**src/design/las_params.svh**
```systemverilog
// Purpose: constants for the link-analysis status block
// Assumes: one 16-bit result register plus interrupt registers on a plain port
// Notes: values only, no logic
// Contract
// RULE1: swap bit set when pairs C/D exchanged
// RULE2: six-bit length field at bits 10:5
// RULE3: codes 0..31 mean 0..155 m, 5 m
// RULE4: codes 32..62 never produced, reserved
// RULE5: invalid estimate returns all-ones code
// RULE6: polarity bits D..A at 4..1, 1=normal
// RULE7: skew bit 0 set on descrambler lock failure
// RULE8: software treats skew flag as not proof
// RULE9: MDI unswapped pair mapping per port
// RULE10: MDI-X unswapped pair mapping per port
// RULE11: swapped: ports 2/3 receive own transmit pair
// RULE12: layout valid only in link-analysis mode
// RULE13: bits 15:12 read zero; fields reset zero
`ifndef LAS_PARAMS_SVH
`define LAS_PARAMS_SVH
`define LAS_ADDR_W 5
`define LAS_DATA_W 16
`define LAS_OFS_RESULT 5'h1E
`define LAS_OFS_MODE 5'h1A
`define LAS_OFS_IRQ_STAT 5'h1B
`define LAS_OFS_IRQ_EN 5'h1C
`define LAS_OFS_IRQ_CLR 5'h1D
`define LAS_BIT_SWAP 11
`define LAS_LEN_HI 10
`define LAS_LEN_LO 5
`define LAS_POL_HI 4
`define LAS_POL_LO 1
`define LAS_BIT_SKEW 0
`define LAS_LEN_MAX_CODE 6'h1F
`define LAS_LEN_INVALID 6'h3F
`define LAS_LEN_STEP_M 5
`define LAS_RESULT_RESET 16'h0000
`define LAS_ZERO16 16'h0000
`define LAS_NUM_EVT 3
`define LAS_EVT_RESULT 0
`define LAS_EVT_SKEW 1
`define LAS_EVT_LINK 2
`define LAS_MODE_LINK 1'b1
`endif

```
**src/design/las_pkg.sv**
```systemverilog
// Purpose: types for the link-analysis status block
// Assumes: nothing beyond the header
// Notes: pair and link-state encodings
package las_pkg;
    typedef enum logic [1:0] {
        LAS_PAIR_A = 2'b00,
        LAS_PAIR_B = 2'b01,
        LAS_PAIR_C = 2'b10,
        LAS_PAIR_D = 2'b11
    } las_pair_type;
    typedef enum logic [1:0] {
        LAS_ST_IDLE = 2'b00,
        LAS_ST_GIG = 2'b01,
        LAS_ST_LOW = 2'b10
    } las_state_type;
endpackage

```
**src/design/las_top.sv**
```systemverilog
// Purpose: link-analysis diagnostic status register with pair mapping
// Assumes: link status inputs come from the PHY core on mclk_i
// Notes: result register is hardware-owned; software writes ignored there
//
// Our own choice: the address-and-strobe port.
`include "las_params.svh"
module las_top
    import las_pkg::*;
(
    // clock and reset
    input wire logic mclk_i,
    input wire logic rst_n_i,
    // register port
    input wire logic [4:0] reg_addr_i,
    input wire logic [15:0] reg_wdata_i,
    input wire logic reg_wr_i,
    input wire logic reg_rd_i,
    output logic [15:0] reg_rdata_o,
    // link status from core
    input wire logic link_up_i,
    input wire logic gig_i,
    input wire logic mdix_i,
    input wire logic cd_swap_det_i,
    input wire logic [3:0] pol_ok_i,
    input wire logic descr_lock_i,
    input wire logic [8:0] len_m_i,
    input wire logic len_ok_i,
    // pair mapping
    output logic [7:0] tx_pair_o,
    output logic [7:0] rx_pair_o,
    // interrupt
    output logic irq_o
);
    logic mode_link_q;
    logic [15:0] result_q;
    logic [15:0] result_d;
    logic [2:0] stat_q;
    logic [2:0] en_q;
    logic [2:0] evt;
    logic [5:0] len_code;
    logic link_q;
    las_state_type st_q;
    las_state_type st_d;

    las_len_code u_len (
        .mclk_i(mclk_i),
        .rst_n_i(rst_n_i),
        .len_m_i(len_m_i),
        .len_ok_i(len_ok_i),
        .code_o(len_code)
    );

    las_pair_map u_map (
        .mclk_i(mclk_i),
        .rst_n_i(rst_n_i),
        .mdix_i(mdix_i),
        .swap_i(result_q[`LAS_BIT_SWAP]),
        .tx_pair_o(tx_pair_o),
        .rx_pair_o(rx_pair_o)
    );

    // link state: which fields are meaningful
    always_comb begin
        case ({link_up_i, gig_i})
            2'b11: st_d = LAS_ST_GIG;
            2'b10: st_d = LAS_ST_LOW;
            default: st_d = LAS_ST_IDLE;
        endcase
    end

    always_ff @(posedge mclk_i) begin
        if (!rst_n_i) begin
            st_q <= LAS_ST_IDLE;
        end else begin
            st_q <= st_d;
        end
    end

    // gigabit-only bits held at zero otherwise so stale values never show
    always_comb begin
        result_d = `LAS_ZERO16; // RULE13
        case (st_q)
            LAS_ST_GIG: begin
                result_d[`LAS_BIT_SWAP] = cd_swap_det_i; // RULE1
                result_d[`LAS_LEN_HI:`LAS_LEN_LO] = len_code; // RULE2
                result_d[`LAS_POL_HI:`LAS_POL_LO] = pol_ok_i; // RULE6
                result_d[`LAS_BIT_SKEW] = ~descr_lock_i; // RULE7
            end
            LAS_ST_LOW: begin
                result_d[`LAS_LEN_HI:`LAS_LEN_LO] = len_code; // RULE2
            end
            default: begin
                result_d = `LAS_ZERO16;
            end
        endcase
    end

    always_ff @(posedge mclk_i) begin
        if (!rst_n_i) begin
            result_q <= `LAS_RESULT_RESET; // RULE13
        end else begin
            result_q <= result_d;
        end
    end

    // mode select: link analysis vs reflectometry
    always_ff @(posedge mclk_i) begin
        if (!rst_n_i) begin
            mode_link_q <= `LAS_MODE_LINK;
        end else if (reg_wr_i && reg_addr_i == `LAS_OFS_MODE) begin
            mode_link_q <= reg_wdata_i[0];
        end
    end

    always_ff @(posedge mclk_i) begin
        if (!rst_n_i) begin
            link_q <= 1'b0;
        end else begin
            link_q <= link_up_i;
        end
    end

    assign evt[`LAS_EVT_RESULT] = result_d != result_q;
    assign evt[`LAS_EVT_SKEW] = result_d[`LAS_BIT_SKEW] & ~result_q[`LAS_BIT_SKEW];
    assign evt[`LAS_EVT_LINK] = link_up_i != link_q;

    // sticky status: set wins over clear
    genvar g;
    generate
        for (g = 0; g < `LAS_NUM_EVT; g++) begin : g_evt
            always_ff @(posedge mclk_i) begin
                if (!rst_n_i) begin
                    stat_q[g] <= 1'b0;
                end else if (evt[g]) begin
                    stat_q[g] <= 1'b1;
                end else if (reg_wr_i && reg_addr_i == `LAS_OFS_IRQ_CLR && reg_wdata_i[g]) begin
                    stat_q[g] <= 1'b0;
                end
            end
        end
    endgenerate

    always_ff @(posedge mclk_i) begin
        if (!rst_n_i) begin
            en_q <= 3'h0;
        end else if (reg_wr_i && reg_addr_i == `LAS_OFS_IRQ_EN) begin
            en_q <= reg_wdata_i[2:0];
        end
    end

    always_ff @(posedge mclk_i) begin
        if (!rst_n_i) begin
            irq_o <= 1'b0;
        end else begin
            irq_o <= |(stat_q & en_q);
        end
    end

    // read data one cycle after strobe, zero otherwise
    always_ff @(posedge mclk_i) begin
        if (!rst_n_i) begin
            reg_rdata_o <= `LAS_ZERO16;
        end else if (reg_rd_i) begin
            case (reg_addr_i)
                `LAS_OFS_RESULT: reg_rdata_o <= mode_link_q ? result_q : `LAS_ZERO16; // RULE12
                `LAS_OFS_MODE: reg_rdata_o <= {15'h0000, mode_link_q};
                `LAS_OFS_IRQ_STAT: reg_rdata_o <= {13'h0000, stat_q};
                `LAS_OFS_IRQ_EN: reg_rdata_o <= {13'h0000, en_q};
                default: reg_rdata_o <= `LAS_ZERO16;
            endcase
        end else begin
            reg_rdata_o <= `LAS_ZERO16;
        end
    end
endmodule

```
**src/design/las_len_code.sv**
```systemverilog
// Purpose: turn a raw length estimate in metres into the 6-bit code
// Assumes: estimate arrives on the core clock
// Notes: registered output
`include "las_params.svh"
module las_len_code
    import las_pkg::*;
(
    // clock and reset
    input wire logic mclk_i,
    input wire logic rst_n_i,
    // estimate
    input wire logic [8:0] len_m_i,
    input wire logic len_ok_i,
    // code
    output logic [5:0] code_o
);
    logic [8:0] steps;
    logic [5:0] code_d;
    assign steps = len_m_i / 9'(`LAS_LEN_STEP_M);
    always_comb begin
        if (!len_ok_i) begin
            code_d = `LAS_LEN_INVALID; // RULE5
        end else if (steps > 9'(`LAS_LEN_MAX_CODE)) begin
            code_d = `LAS_LEN_MAX_CODE; // RULE4
        end else begin
            code_d = steps[5:0]; // RULE3
        end
    end
    always_ff @(posedge mclk_i) begin
        if (!rst_n_i) begin
            code_o <= 6'h00;
        end else begin
            code_o <= code_d;
        end
    end
endmodule

```
**src/design/las_pair_map.sv**
```systemverilog
// Purpose: map media ports to transmit and receive pairs
// Assumes: mdix and swap are stable core-clock levels
// Notes: registered pair selects per port
`include "las_params.svh"
module las_pair_map
    import las_pkg::*;
(
    // clock and reset
    input wire logic mclk_i,
    input wire logic rst_n_i,
    // configuration
    input wire logic mdix_i,
    input wire logic swap_i,
    // per-port pair selects, port n at [2n+1:2n]
    output logic [7:0] tx_pair_o,
    output logic [7:0] rx_pair_o
);
    logic [7:0] tx_d;
    logic [7:0] rx_d;
    always_comb begin
        if (!mdix_i) begin
            tx_d = {LAS_PAIR_D, LAS_PAIR_C, LAS_PAIR_B, LAS_PAIR_A}; // RULE9
            rx_d = {LAS_PAIR_C, LAS_PAIR_D, LAS_PAIR_A, LAS_PAIR_B}; // RULE9
            if (swap_i) begin
                rx_d[7:4] = {LAS_PAIR_D, LAS_PAIR_C}; // RULE11
            end
        end else begin
            tx_d = {LAS_PAIR_C, LAS_PAIR_D, LAS_PAIR_A, LAS_PAIR_B}; // RULE10
            rx_d = {LAS_PAIR_D, LAS_PAIR_C, LAS_PAIR_B, LAS_PAIR_A}; // RULE10
            if (swap_i) begin
                rx_d[7:4] = {LAS_PAIR_C, LAS_PAIR_D}; // RULE11
            end
        end
    end
    always_ff @(posedge mclk_i) begin
        if (!rst_n_i) begin
            tx_pair_o <= 8'h00;
            rx_pair_o <= 8'h00;
        end else begin
            tx_pair_o <= tx_d;
            rx_pair_o <= rx_d;
        end
    end
endmodule

```
**config.mk**
```make
export PLATFORM = sky130hd
export DESIGN_NAME = las_top
export DESIGN_NICKNAME = d
export VERILOG_FILES = /design/src/design/las_pkg.sv /design/src/design/las_top.sv /design/src/design/las_len_code.sv /design/src/design/las_pair_map.sv
export VERILOG_INCLUDE_DIRS = /design/src /design/src/design
export SDC_FILE = /design/constraint.sdc
export NUM_CORES = 1
export LEC_CHECK = 0
export BUFFER_PORTS_ARGS = -buffer_cell sky130_fd_sc_hd__buf_2
export CORE_UTILIZATION = 56
export DETAILED_ROUTE_END_ITERATION = 10
export GPL_ROUTABILITY_DRIVEN = 1
export PLACE_DENSITY = 0.95
export SETUP_SLACK_MARGIN = 0.4
export SYNTH_ARGS = -nofsm -noshare
export SYNTH_HDL_FRONTEND = slang
export SYNTH_HIERARCHICAL = 1
export SYNTH_SLANG_ARGS = --single-unit
```
**constraint.sdc**
```tcl
create_clock -name mclk_i -period 5.7 [get_ports mclk_i]
set_clock_uncertainty 0.1 [all_clocks]
set_input_delay 0.285 -clock mclk_i [delete_from_list [all_inputs] [get_ports mclk_i]]
set_output_delay 0.285 -clock mclk_i [all_outputs]
set_load 0.05 [all_outputs]
```
==> summary.md, run 1 <==
| Metric | Value |
|---|---|
| # setup viols final | `0` |
| Number of buffers created by CTS | `5` |
| Async set or reset register ratio after synthesis | `0%` |
| Cell repeated most along the worst path | `nor2_1` |
| Distinct cells, synth | `75` |
| Worst hold path cell count | `2` |
| DRC violation count after routing | `0` |
| Antenna violation net count after detailed routing | `0` |
| Area enclosed by the die boundary | `5120 sq um` |
| Effective utilization at floorplan | `60.1%` |
| Std cell rows | `24` |
| Outcome | `completed` |
| Post-CTS Hold Buffers | `0` |
| CTS tree | `done` |
| Via count normalized by instance count | `5.66` |
| Main flop type after synthesis | `dfxtp_1` |
| Max incr delay on CP | `390 ps` |
| Maximum clock insertion buffer count | `2` |
| DP Cell Count | `379` |
| Critical Setup Path Class | `in2reg` |
| Leakage power | `1.25 nW` |
| Starting DRC count in detailed routing | `177` |
| Arrival time at the worst endpoint | `3060 ps` |
| Count of pins over their slew limit | `0` |
| Sequential fraction of the synthesis area | `34.0%` |
| Depth of the CTS H-tree | `2` |
| Cells along the critical path | `buf_2 -> or2b_1 -> xnor2_1 -> a221o_1 -> a21oi_4 -> o21ba_2 -> nor2_1 -> a21oi_1 -> ha_1 -> nor2b_1 -> nand2_1 -> o311a_2 -> nor2_1 -> a211oi_1 -> o32ai_1` |
| Vias | `2190` |
| Area growth, synth to finish | `8.69%` |
| Synthesized instance count | `294` |
| Unrepaired setup endpoints after global routing | `no` |
| Buffers on Ports | `55` |
| CP required | `5770 ps` |
| Kind of launch point of the worst setup path | `input pin` |
| Weighted congestion at the end of routability-driven global placement | `0.903` |
| Final hold violation count | `0` |
| Non-Filler Instances | `387` |
| Fill cells | `337` |
| Clock-pin slew on the worst setup and hold paths | `70 ps` |
| Total detailed-routing wirelength | `5.12 mm` |
| Met3 routed wirelength | `238 um` |
| Number of global-route vias before repair | `1932` |
| Warning count from the yosys run | `6` |
| Horizontal die dimension | `71.5 um` |
| Source of the worst hold timing path | `len_ok_i` |
| Layout cells sized above 1 | `25.7%` |
| Class of the tightest hold or removal check | `in2reg` |
| Setup TNS after final layout | `0 ps` |
| Average size of a mapped cell | `9.21 sq um` |
| Maximum fanout encountered on the critical timing path | `13` |
| Sink count of the clock tree | `46` |
| Tmin final | `2990 ps` |
| Flop2flop setup slack | `3490 ps` |
| Pre-Repair DR Iteration Count | `4` |
| I/O pins | `77` |
| Mapped cell area | `2710 sq um` |
| Final global-route overflow total | `0` |
| Worst VDD drop | `125 uV` |
| Placeable Area | `4500 sq um` |
| Number of antenna violations at the first check in global routing | `0` |
| Post-CTS repair timing setup buffer count | `0` |
| Post-route met1 wirelength | `2.22 mm` |
| Number of flops mapped to enable cells by yosys | `0` |
| Total Nets Final | `382` |
| Largest net degree at the start of global routing | `27` |
| R2R cell count | `8` |
| Amount of wire on met2 after detailed routing | `2.58 mm` |
| Worst flop-to-flop path startpoint | `st_q[1]$_SDFF_PN0_` |
| Power per unit of standard cell area | `234 nW/um^2` |
| Capturing element type of the critical path | `flop` |
| Critical-path cell with the highest stage delay | `a221o_1` |
| Yosys reg bits | `46` |
| Commonest cells after routing, fill and taps aside | `buf_2, dfxtp_1, and2_1, nor2_1, nor2b_1` |
| Achievable frequency | `335 MHz` |
| Hold Path End | `u_len/code_o[5]$_SDFF_PN0_` |
| Final routed wire length divided by cell count | `13.2 um` |
| Final HPWL from detailed placement | `3.75 mm` |
| Top Layer Used | `met4` |
| PnR Total Power | `0.689 mW` |
| Count of max-cap constraint violations | `0` |
| Number of antenna diodes | `0` |
| Root Buffer | `clkbuf_8` |
| Final worst path period share | `52.4%` |
| Destination of the worst register-to-register timing path | `stat_q[0]$_SDFFE_PN0P_` |
| Most common cell after layout, fill and taps aside | `buf_2` |
| Wire length of the first global-routing pass | `8.31 mm` |
| Overall track demand over capacity in global routing | `20.5%` |
| Clock latency of the later-clocked register in the worst-skew pair | `300 ps` |
| Vertical die dimension | `71.5 um` |
| Post-CTS sizing | `0` |
synth_stat cells (4+ instances only):
master    number  share of area, %
nor2b_1       13               3.0
o21ai_1        4              0.74
buf_4         17               4.7
ha_1           4               1.8
and2_1        17               3.9
xnor2_1        7               2.3
nand3_1        5              0.92
a211oi_1       5               1.4
nand3b_1       4               1.1
nor2_1        17               2.4
a31oi_1        4              0.92
o21a_1         4               1.1
nor3_1         6               1.1
buf_6          6               2.5
a21oi_1        8               1.5
nand2_1       11               1.5
and3b_1        4               1.3
dfxtp_1       46                34
inv_1         11               1.5
mux2i_1        5               1.8
a22oi_1        4               1.1
and3_1         9               2.1
o21ai_0        9               1.7
state kept, by name (all words and copies together), names as in the netlist:
register	count
stat_q	3
en_q	3
link_q	1
u_len/code_o	6
result_q	12
irq_o	1
st_q	2
mode_link_q	1
u_map/rx_pair_o	2
u_map/tx_pair_o	3
reg_rdata_o	12
kinds of logic (layout without fill, tap and decap cells):
kind of cell / Yosys count / in the layout / share of synthesized area (%)
and+or+nand+nor: 119 / 119 / 28.9
AOI/OAI and AO/OA: 67 / 67 / 19.2
DFF: 46 / 46 / 34.0
buffers and inverters: 39 / 74 / 9.62
xor gates and xnor gates: 11 / 11 / 3.84
adders and majority gates: 5 / 5 / 2.27
muxes: 5 / 5 / 1.85
other: 2 / 8 / 0.277
report_power, final:
group          internal, mW  switching, mW  total [mW]
Sequential            0.332        0.00875       0.341
Clock                0.0977         0.0976       0.195
Combinational        0.0580         0.0947       0.153
per-stage QoR:
step / hold slack (ps) / util, % / cell area (sq um) / worst slack, ps
floorplan: 213 / - / 2730 / 2990
global placement: 370 / 63.3 / 2850 / 2540
detailed placement: 369 / 63.3 / 2850 / 2420
CTS: 54.0 / 65.3 / 2940 / 2750
global route: 45.9 / 65.3 / 2940 / 2570
finish: 64.5 / 65.3 / 2940 / 2710
layout make-up:
type / count / area [sq um] / area share [%]
Inverter: 11 / 41.3 / 1.40
Multi-Input combinational cell: 215 / 1550 / 52.6
Tap cell: 52 / 65.1 / 2.21
Clock inverter: 1 / 5.00 / 0.170
Sequential cell: 46 / 921 / 31.3
Clock buffer: 7 / 86.3 / 2.93
Timing Repair Buffer: 55 / 275 / 9.36
critical path: cells and delay by family:
kind            cells  cell delay, ps
compound gates      7            1610
xor+xnor            1             130
fa+ha+maj           1             290
buf+inv             1             200
simple gates        5             520
per-layer routing:
metal,global-route usage (%),vias to the layer above
met5,0,-
met4,9.37,0
met3,4.92,9
met2,36.3,70
met1,23.5,1007
li1,-,1104
how the worst max path moves through the flow:
| stage | cells past startpoint | endpoint | start |
|---|---|---|---|
| floorplan | 14 | u_len/code_o[0]$_SDFF_PN0_ | len_m_i[3] |
| global placement | 15 | u_len/code_o[0]$_SDFF_PN0_ | len_m_i[3] |
| detailed placement | 15 | u_len/code_o[0]$_SDFF_PN0_ | len_m_i[3] |
| CTS | 15 | u_len/code_o[0]$_SDFF_PN0_ | len_m_i[3] |
| global route | 15 | u_len/code_o[0]$_SDFF_PN0_ | len_m_i[3] |
| finish | 15 | u_len/code_o[0]$_SDFF_PN0_ | len_m_i[3] |
Note: power is estimated with default switching activity, not from simulation.
==> inputs of run 2 (changes only) <==
--- a/config.mk
+++ b/config.mk
@@ -6,11 +6,12 @@
 export SDC_FILE = /design/constraint.sdc
 export NUM_CORES = 1
 export LEC_CHECK = 0
+export ABC_AREA = 1
 export BUFFER_PORTS_ARGS = -buffer_cell sky130_fd_sc_hd__buf_2
-export CORE_UTILIZATION = 56
+export CORE_UTILIZATION = 46
 export DETAILED_ROUTE_END_ITERATION = 10
 export GPL_ROUTABILITY_DRIVEN = 1
-export PLACE_DENSITY = 0.95
+export PLACE_DENSITY = 0.86
 export SETUP_SLACK_MARGIN = 0.4
 export SYNTH_ARGS = -nofsm -noshare
 export SYNTH_HDL_FRONTEND = slang
==> constraint.sdc (replaced) <==
create_clock -name mclk_i -period 2.7 [get_ports mclk_i]
set_clock_uncertainty 0.1 [all_clocks]
set_input_delay 0.135 -clock mclk_i [delete_from_list [all_inputs] [get_ports mclk_i]]
set_output_delay 0.135 -clock mclk_i [all_outputs]
set_load 0.05 [all_outputs]
==> run 2 against run 1 <==
Effect of this change: combinational power increased to 3.8 times the previous value; power increased to 2.6 times the previous value; sequential share of layout area decreased by 3.1 points; largest power group unchanged.
==> summary.md, run 2 <==
| Metric | Value |
|---|---|
| Achievable frequency | `427 MHz` |
| DP Area | `2750 sq um (-3.5%)` |
| Flop2flop setup slack | `1040 ps (-2450 ps)` |
| Antenna violation net count after detailed routing | `0 (unchanged)` |
| Top area cells in the synthesized netlist | `dfxtp_1, nand2_1, nand3_1` |
| Sequential fraction of the synthesis area | `36.8% (+2.8 points)` |
| Buffers on Ports | `55 (unchanged)` |
| Effective utilization at floorplan | `48.4% (-12 points)` |
| Clock-pin slew on the worst setup and hold paths | `80 ps (about the same)` |
| Largest net degree at the start of global routing | `17 (-37%)` |
| Depth of the CTS H-tree | `2 (unchanged)` |
| Count of pins over their slew limit | `0 (unchanged)` |
| Critical Setup Path Class | `in2reg` |
| Vias | `2417 (+10%)` |
| Average size of a mapped cell | `6.72 sq um (-27%)` |
| Tmin final | `2340 ps` |
| Worst flop-to-flop path startpoint | `st_q[1]$_SDFF_PN0_` |
| Maximum clock insertion buffer count | `2 (unchanged)` |
| Warning count from the yosys run | `6 (unchanged)` |
| Yosys reg bits | `46 (unchanged)` |
| Fraction of power consumed by the clock network | `27.6% (-0.8 points)` |
| Most frequent cell after synthesis | `nand2_1` |
| Total detailed-routing wirelength | `5.48 mm (+6.9%)` |
| Number of flops mapped to enable cells by yosys | `0 (unchanged)` |
| Number of antenna diodes | `0 (unchanged)` |
| Final worst path period share | `86.7%` |
| Max incr delay on CP | `210 ps (-180 ps)` |
| Wire length of the first global-routing pass | `8.65 mm (+4.1%)` |
| Final global-route overflow total | `0 (unchanged)` |
| I/O pins | `77 (unchanged)` |
| Internal Pwr Total | `1.19 mW (+140%)` |
| Final hold violation count | `0 (unchanged)` |
| Non-Filler Instances | `513 (+33%)` |
| Outcome | `completed` |
| Unrepaired setup endpoints after global routing | `yes` |
| Post-synthesis cell type with the largest combined area | `dfxtp_1` |
| Main flop type after synthesis | `dfxtp_1` |
| Final instance area | `3270 sq um (+11%)` |
| Via count normalized by instance count | `4.71 (-17%)` |
| Count of max-cap constraint violations | `0 (unchanged)` |
| DRC violation count after routing | `0 (unchanged)` |
| Net load switching power | `0.602 mW (+200%)` |
| Part of the total power dissipated in sequential elements | `39.8% (-9.7 points)` |
| Synthesized instance count | `372 (+27%)` |
| Class of the tightest hold or removal check | `in2reg` |
| Combinational group share of total power | `32.6% (+10 points)` |
| Capturing element type of the critical path | `flop` |
| CTS tree | `done` |
| Worst VDD drop | `263 uV (+110%)` |
| Final HPWL from detailed placement | `3.85 mm (+2.7%)` |
| Clock latency of the later-clocked register in the worst-skew pair | `290 ps (about the same)` |
| Cell repeated most along the worst path | `nand2_4` |
| Placeable Area | `5170 sq um (+15%)` |
| Distinct cells, synth | `33 (-56%)` |
| Sink count of the clock tree | `46 (unchanged)` |
| Starting DRC count in detailed routing | `117 (-34%)` |
| Layout cells sized above 1 | `31.8% (+6.2 points)` |
| Horizontal die dimension | `75.7 um (+5.9%)` |
| Final routed wire length divided by cell count | `10.7 um (-19%)` |
| DP Cell Count | `484 (+28%)` |
| Origin of the worst setup path | `len_m_i[7]` |
| Root Buffer | `clkbuf_8` |
| Number of buffers created by CTS | `5 (unchanged)` |
| Total Nets Final | `490 (+28%)` |
| Area growth, synth to finish | `30.6%` |
| Leakage power | `1.68 nW (+34%)` |
| Source of the worst hold timing path | `reg_wdata_i[0]` |
| Synth top area share | `36.8% (+2.8 points)` |
| Number of antenna violations at the first check in global routing | `0 (unchanged)` |
| Most frequent cells after synthesis | `nand2_1, dfxtp_1, inv_1` |
| Vertical die dimension | `75.7 um (+5.9%)` |
| Maximum fanout encountered on the critical timing path | `5 (-8)` |
| Async set or reset register ratio after synthesis | `0% (unchanged)` |
| Most common cell after layout, fill and taps aside | `nand2_1` |
| Kind of launch point of the worst setup path | `input pin` |
| Mapped cell area | `2500 sq um (-7.6%)` |
| Commonest cells after routing, fill and taps aside | `nand2_1, buf_2, dfxtp_1, inv_1, nor2_1` |
| # setup viols final | `0 (unchanged)` |
| CP required | `2830 ps (-2940 ps)` |
| Weighted congestion at the end of routability-driven global placement | `0.834 (-7.6%)` |
| Std cell rows | `26 (+8.3%)` |
| Sw Ratio | `33.6% (+4.4 points)` |
| Pre-Repair DR Iteration Count | `4 (unchanged)` |
| Overall track demand over capacity in global routing | `19.6% (-0.96 points)` |
| Critical-path cell with the highest stage delay | `nand4_1` |
| Number of global-route vias before repair | `2207 (+14%)` |
| PnR Total Power | `1.79 mW (+160%)` |
| Largest registers in the final layout | `reg_rdata_o: 12 flops, result_q: 12 flops, u_len/code_o: 6 flops` |
| Arrival time at the worst endpoint | `2470 ps (-590 ps)` |
| Area enclosed by the die boundary | `5740 sq um (+12%)` |
| Power per unit of standard cell area | `549 nW/um^2 (+130%)` |
## run 2: cell types whose count changed after synthesis, moves of 13 or more
cell	delta
nor2_1	+26
nor2b_1	-13
nand2_2	+16
inv_1	+33
nand3_1	+31
nand2_1	+86
and2_1	-17
## run 2: timing repair
item,in CTS,in global routing
gates resized for setup,7,46
pin swaps,5,27
setup buffers,3,7
hold buffers,11,0
setup endpoints to repair,1,2
endpoints found under the hold margin,13,0
## run 2: layer usage
| metal | routed length (um) | global-route usage, % |
|---|---|---|
| met5 | 0 | 0 |
| met2 | 2920 | 40.3 |
| met4 | 116 | 5.56 |
| met1 | 2190 | 19.6 |
| met3 | 250 | 3.70 |
## run 2: power groups by stage
stage	combinational (mW)	sequential (mW)	clock, mW
after floorplan	0.344	0.744	0
after global placement	0.420	0.729	0
after detailed placement	0.434	0.730	0
after CTS	0.467	0.714	0.510
after global routing	0.641	0.718	0.546
final	0.584	0.714	0.496
## run 2: cells by family after synthesis
family / after synthesis / synth area share (%)
compound gates: 24 / 6.20
xor+xnor: 2 / 0.700
fa+ha+maj: 4 / 2.00
buf+inv: 76 / 14.1
flops: 46 / 36.8
other cells: 2 / 0.300
simple gates: 218 / 39.9
## run 2: path summary, 6_finish.rpt
kind,cells past startpoint,end
hold / removal,3,mode_link_q$_SDFFE_PN1P_
setup reg to reg,10,stat_q[0]$_SDFFE_PN0P_
setup / recovery,27,u_len/code_o[0]$_SDFF_PN0_
hold reg to reg,2,reg_rdata_o[6]$_SDFF_PN0_
## run 2: area by class of cell
type                       instances  area [sq um]
inverter                          57           226
fill                             433          1910
clock inverter                     2          37.5
timing repair buffer              76           483
tap                               70          87.6
sequential                        46           921
multi-input combinational        256          1440
clock buffer                       6          72.6
## run 2: per-stage QoR
stage	setup TNS, ps	setup slack [ps]	hold slack [ps]	util (%)
after global routing	0	206	33.2	63.1
after floorplan	0	422	62.7	-
after CTS	0	402	19.2	58.3
after global placement	0	83.9	211	53.2
after detailed placement	-17.0	-17.0	218	53.2
final	0	360	25.4	63.1
## run 2: critical path, delay by kind of cell
family	cells	cell delay [ps]
AO/OA/AOI/OAI	2	260
AND/OR/NAND/NOR	19	1610
buffers and inverters	6	460
==> inputs of run 3 (changes only) <==
--- a/config.mk
+++ b/config.mk
@@ -11,7 +11,7 @@
 export CORE_UTILIZATION = 46
 export DETAILED_ROUTE_END_ITERATION = 10
 export GPL_ROUTABILITY_DRIVEN = 1
-export PLACE_DENSITY = 0.86
+export PLACE_DENSITY = 0.81
 export SETUP_SLACK_MARGIN = 0.4
 export SYNTH_ARGS = -nofsm -noshare
 export SYNTH_HDL_FRONTEND = slang
==> run 3 against run 2 <==
Effect of this change: register-to-register slack got worse by 20 ps; first-iteration DRC count fell by 11%; highest routed layer unchanged; power shrank 3.9%; maximum frequency increased by 1.0%; cell count shrank 0.19%; clock power fell by 13%.
==> summary.md, run 3 (synthesized netlist as in run 2, its figures left out) <==
| Metric | Value |
|---|---|
| Final instance area | `3200 sq um (-2.1%)` |
| Std cell rows | `26 (unchanged)` |
| Achievable frequency | `432 MHz (+1.0%)` |
| Depth of the CTS H-tree | `2 (unchanged)` |
| Pre-Repair DR Iteration Count | `4 (unchanged)` |
| Area growth, synth to finish | `27.9%` |
| Number of antenna diodes | `0 (unchanged)` |
| Power per unit of standard cell area | `539 nW/um^2 (-1.9%)` |
| Commonest cells after routing, fill and taps aside | `nand2_1, buf_2, dfxtp_1, inv_1, nor2_1` |
| Kind of launch point of the worst setup path | `input pin` |
| Fill cells | `448 (+3.5%)` |
| PnR Total Power | `1.72 mW (-3.9%)` |
| Overall track demand over capacity in global routing | `19.2% (-0.34 points)` |
| I/O pins | `77 (unchanged)` |
| Maximum fanout encountered on the critical timing path | `5 (unchanged)` |
| Class of the tightest hold or removal check | `in2reg` |
| Total Nets Final | `489 (-0.20%)` |
| Count of max-cap constraint violations | `0 (unchanged)` |
| Combinational group share of total power | `33.5% (+0.9 points)` |
| Most common cell after layout, fill and taps aside | `nand2_1` |
| Fraction of power consumed by the clock network | `25.1% (-2.5 points)` |
| Count of pins over their slew limit | `0 (unchanged)` |
| Arrival time at the worst endpoint | `2450 ps (-20 ps)` |
| Number of antenna violations at the first check in global routing | `0 (unchanged)` |
| Starting DRC count in detailed routing | `104 (-11%)` |
| CP required | `2830 ps (about the same)` |
| Largest net degree at the start of global routing | `17 (unchanged)` |
| Antenna violation net count after detailed routing | `0 (unchanged)` |
| Part of the total power dissipated in sequential elements | `41.4% (+1.6 points)` |
| Area enclosed by the die boundary | `5740 sq um (unchanged)` |
| Internal Pwr Total | `1.12 mW (-5.9%)` |
| Capturing element type of the critical path | `flop` |
| Final global-route overflow total | `0 (unchanged)` |
| Clock latency of the later-clocked register in the worst-skew pair | `290 ps (about the same)` |
| DP Cell Count | `484 (unchanged)` |
| Non-Filler Instances | `512 (-0.19%)` |
| Unrepaired setup endpoints after global routing | `yes` |
| Horizontal die dimension | `75.7 um (unchanged)` |
| Via count normalized by instance count | `4.75 (+0.82%)` |
| Critical Setup Path Class | `in2reg` |
| Buffers on Ports | `55 (unchanged)` |
| Reg area | `921 sq um (unchanged)` |
| Vias | `2432 (+0.62%)` |
| Maximum clock insertion buffer count | `2 (unchanged)` |
| Tmin final | `2320 ps (-23.6 ps)` |
| Final worst path period share | `85.8% (-0.87 points)` |
| Area used by multi-input combinational logic | `1380 sq um (-4.0%)` |
| Effective utilization at floorplan | `48.4% (unchanged)` |
| Number of buffers created by CTS | `5 (unchanged)` |
| Vertical die dimension | `75.7 um (unchanged)` |
| Sink count of the clock tree | `46 (unchanged)` |
| Weighted congestion at the end of routability-driven global placement | `0.835 (+0.12%)` |
| Final hold violation count | `0 (unchanged)` |
| Outcome | `completed` |
| Clock-pin slew on the worst setup and hold paths | `80 ps (about the same)` |
| # setup viols final | `0 (unchanged)` |
| Largest registers in the final layout | `reg_rdata_o: 12 flops, result_q: 12 flops, u_len/code_o: 6 flops` |
| Placeable Area | `5170 sq um (unchanged)` |
| Setup slack after placement | `-9.72 ps (+7.24 ps)` |
| Total detailed-routing wirelength | `5.43 mm (-0.84%)` |
| Setup TNS after final layout | `0 ps (unchanged)` |
| Worst VDD drop | `247 uV (-6.0%)` |
| DRC violation count after routing | `0 (unchanged)` |
| Root Buffer | `clkbuf_8` |
| CTS tree | `done` |
| Final HPWL from detailed placement | `3.76 mm (-2.4%)` |
| Final setup slack of the worst path | `384 ps (+23.6 ps)` |
| Final routed wire length divided by cell count | `10.6 um (-0.65%)` |
| Layout cells sized above 1 | `30.5% (-1.3 points)` |
| DP Area | `2750 sq um (unchanged)` |
| Leakage power | `1.65 nW (-1.6%)` |
| Sw Ratio | `35.0% (+1.4 points)` |
| Wire length of the first global-routing pass | `8.53 mm (-1.4%)` |
| Number of global-route vias before repair | `2187 (-0.91%)` |
| Net load switching power | `0.603 mW (about the same)` |
## run 3: final timing paths
path	startpoint	to	slack, ps	cells past startpoint
max	len_m_i[6]	u_len/code_o[0]$_SDFF_PN0_	380	23
max reg2reg	st_q[1]$_SDFF_PN0_	stat_q[0]$_SDFFE_PN0P_	1020	10
min	rst_n_i	u_map/tx_pair_o[5]$_SDFF_PN0_	20	1
min reg2reg	u_len/code_o[2]$_SDFF_PN0_	result_q[7]$_SDFF_PN0_	360	2
## run 3: area by class of cell
type	count	area share [%]
Clock buffer	6	2.58
Inverter	57	7.24
Timing Repair Buffer	75	15.1
Sequential cell	46	28.8
Tap cell	70	2.74
Clock inverter	2	0.391
Multi-Input combinational cell	256	43.2
## run 3: worst max-delay path, cell delays in order
cell      delay [ps]
buf_8            110
inv_8             60
nand3_4           60
nand4_1          130
nand3_1          100
nand2_2          150
nand2_4           80
nand2_4          110
nand3_1           90
nand3_1          150
nand2_2           90
nand2_2          100
nand2_2           80
nand2_4           90
inv_4             50
nand2_4           60
nand3_4           70
nand2_4          100
ha_4             190
o21bai_1         160
nand3_1           80
nand2_1           70
a21oi_2          140
## run 3: routing by layer
layer / track usage [%] / part of all wire, %
met5: 0 / 0
met4: 8.64 / 1.1
met3: 3.04 / 4.9
met2: 37.1 / 52
met1: 20.4 / 42
## run 3: what timing repair did
item	in CTS	in global routing
pin swaps	8	23
hold buffers	11	0
buffers inserted	5	4
resized for setup	5	39
setup endpoints to repair	1	2
hold endpoints to repair	13	0
## run 3: power groups by stage
stage	Combinational, mW	Clock (mW)	Sequential, mW
2_1_floorplan	0.344	0	0.744
3_3_place_gp	0.421	0	0.729
3_5_place_dp	0.434	0	0.730
4_1_cts	0.476	0.447	0.714
5_1_grt	0.625	0.473	0.718
6_report	0.577	0.432	0.714
## run 3: metrics by stage
step | hold slack [ps] | utilization (%)
after floorplan | 62.7 | -
after global placement | 211 | 53.2
after detailed placement | 217 | 53.2
after CTS | 12.7 | 58.2
after global routing | 10.3 | 61.8
final | 19.4 | 61.8
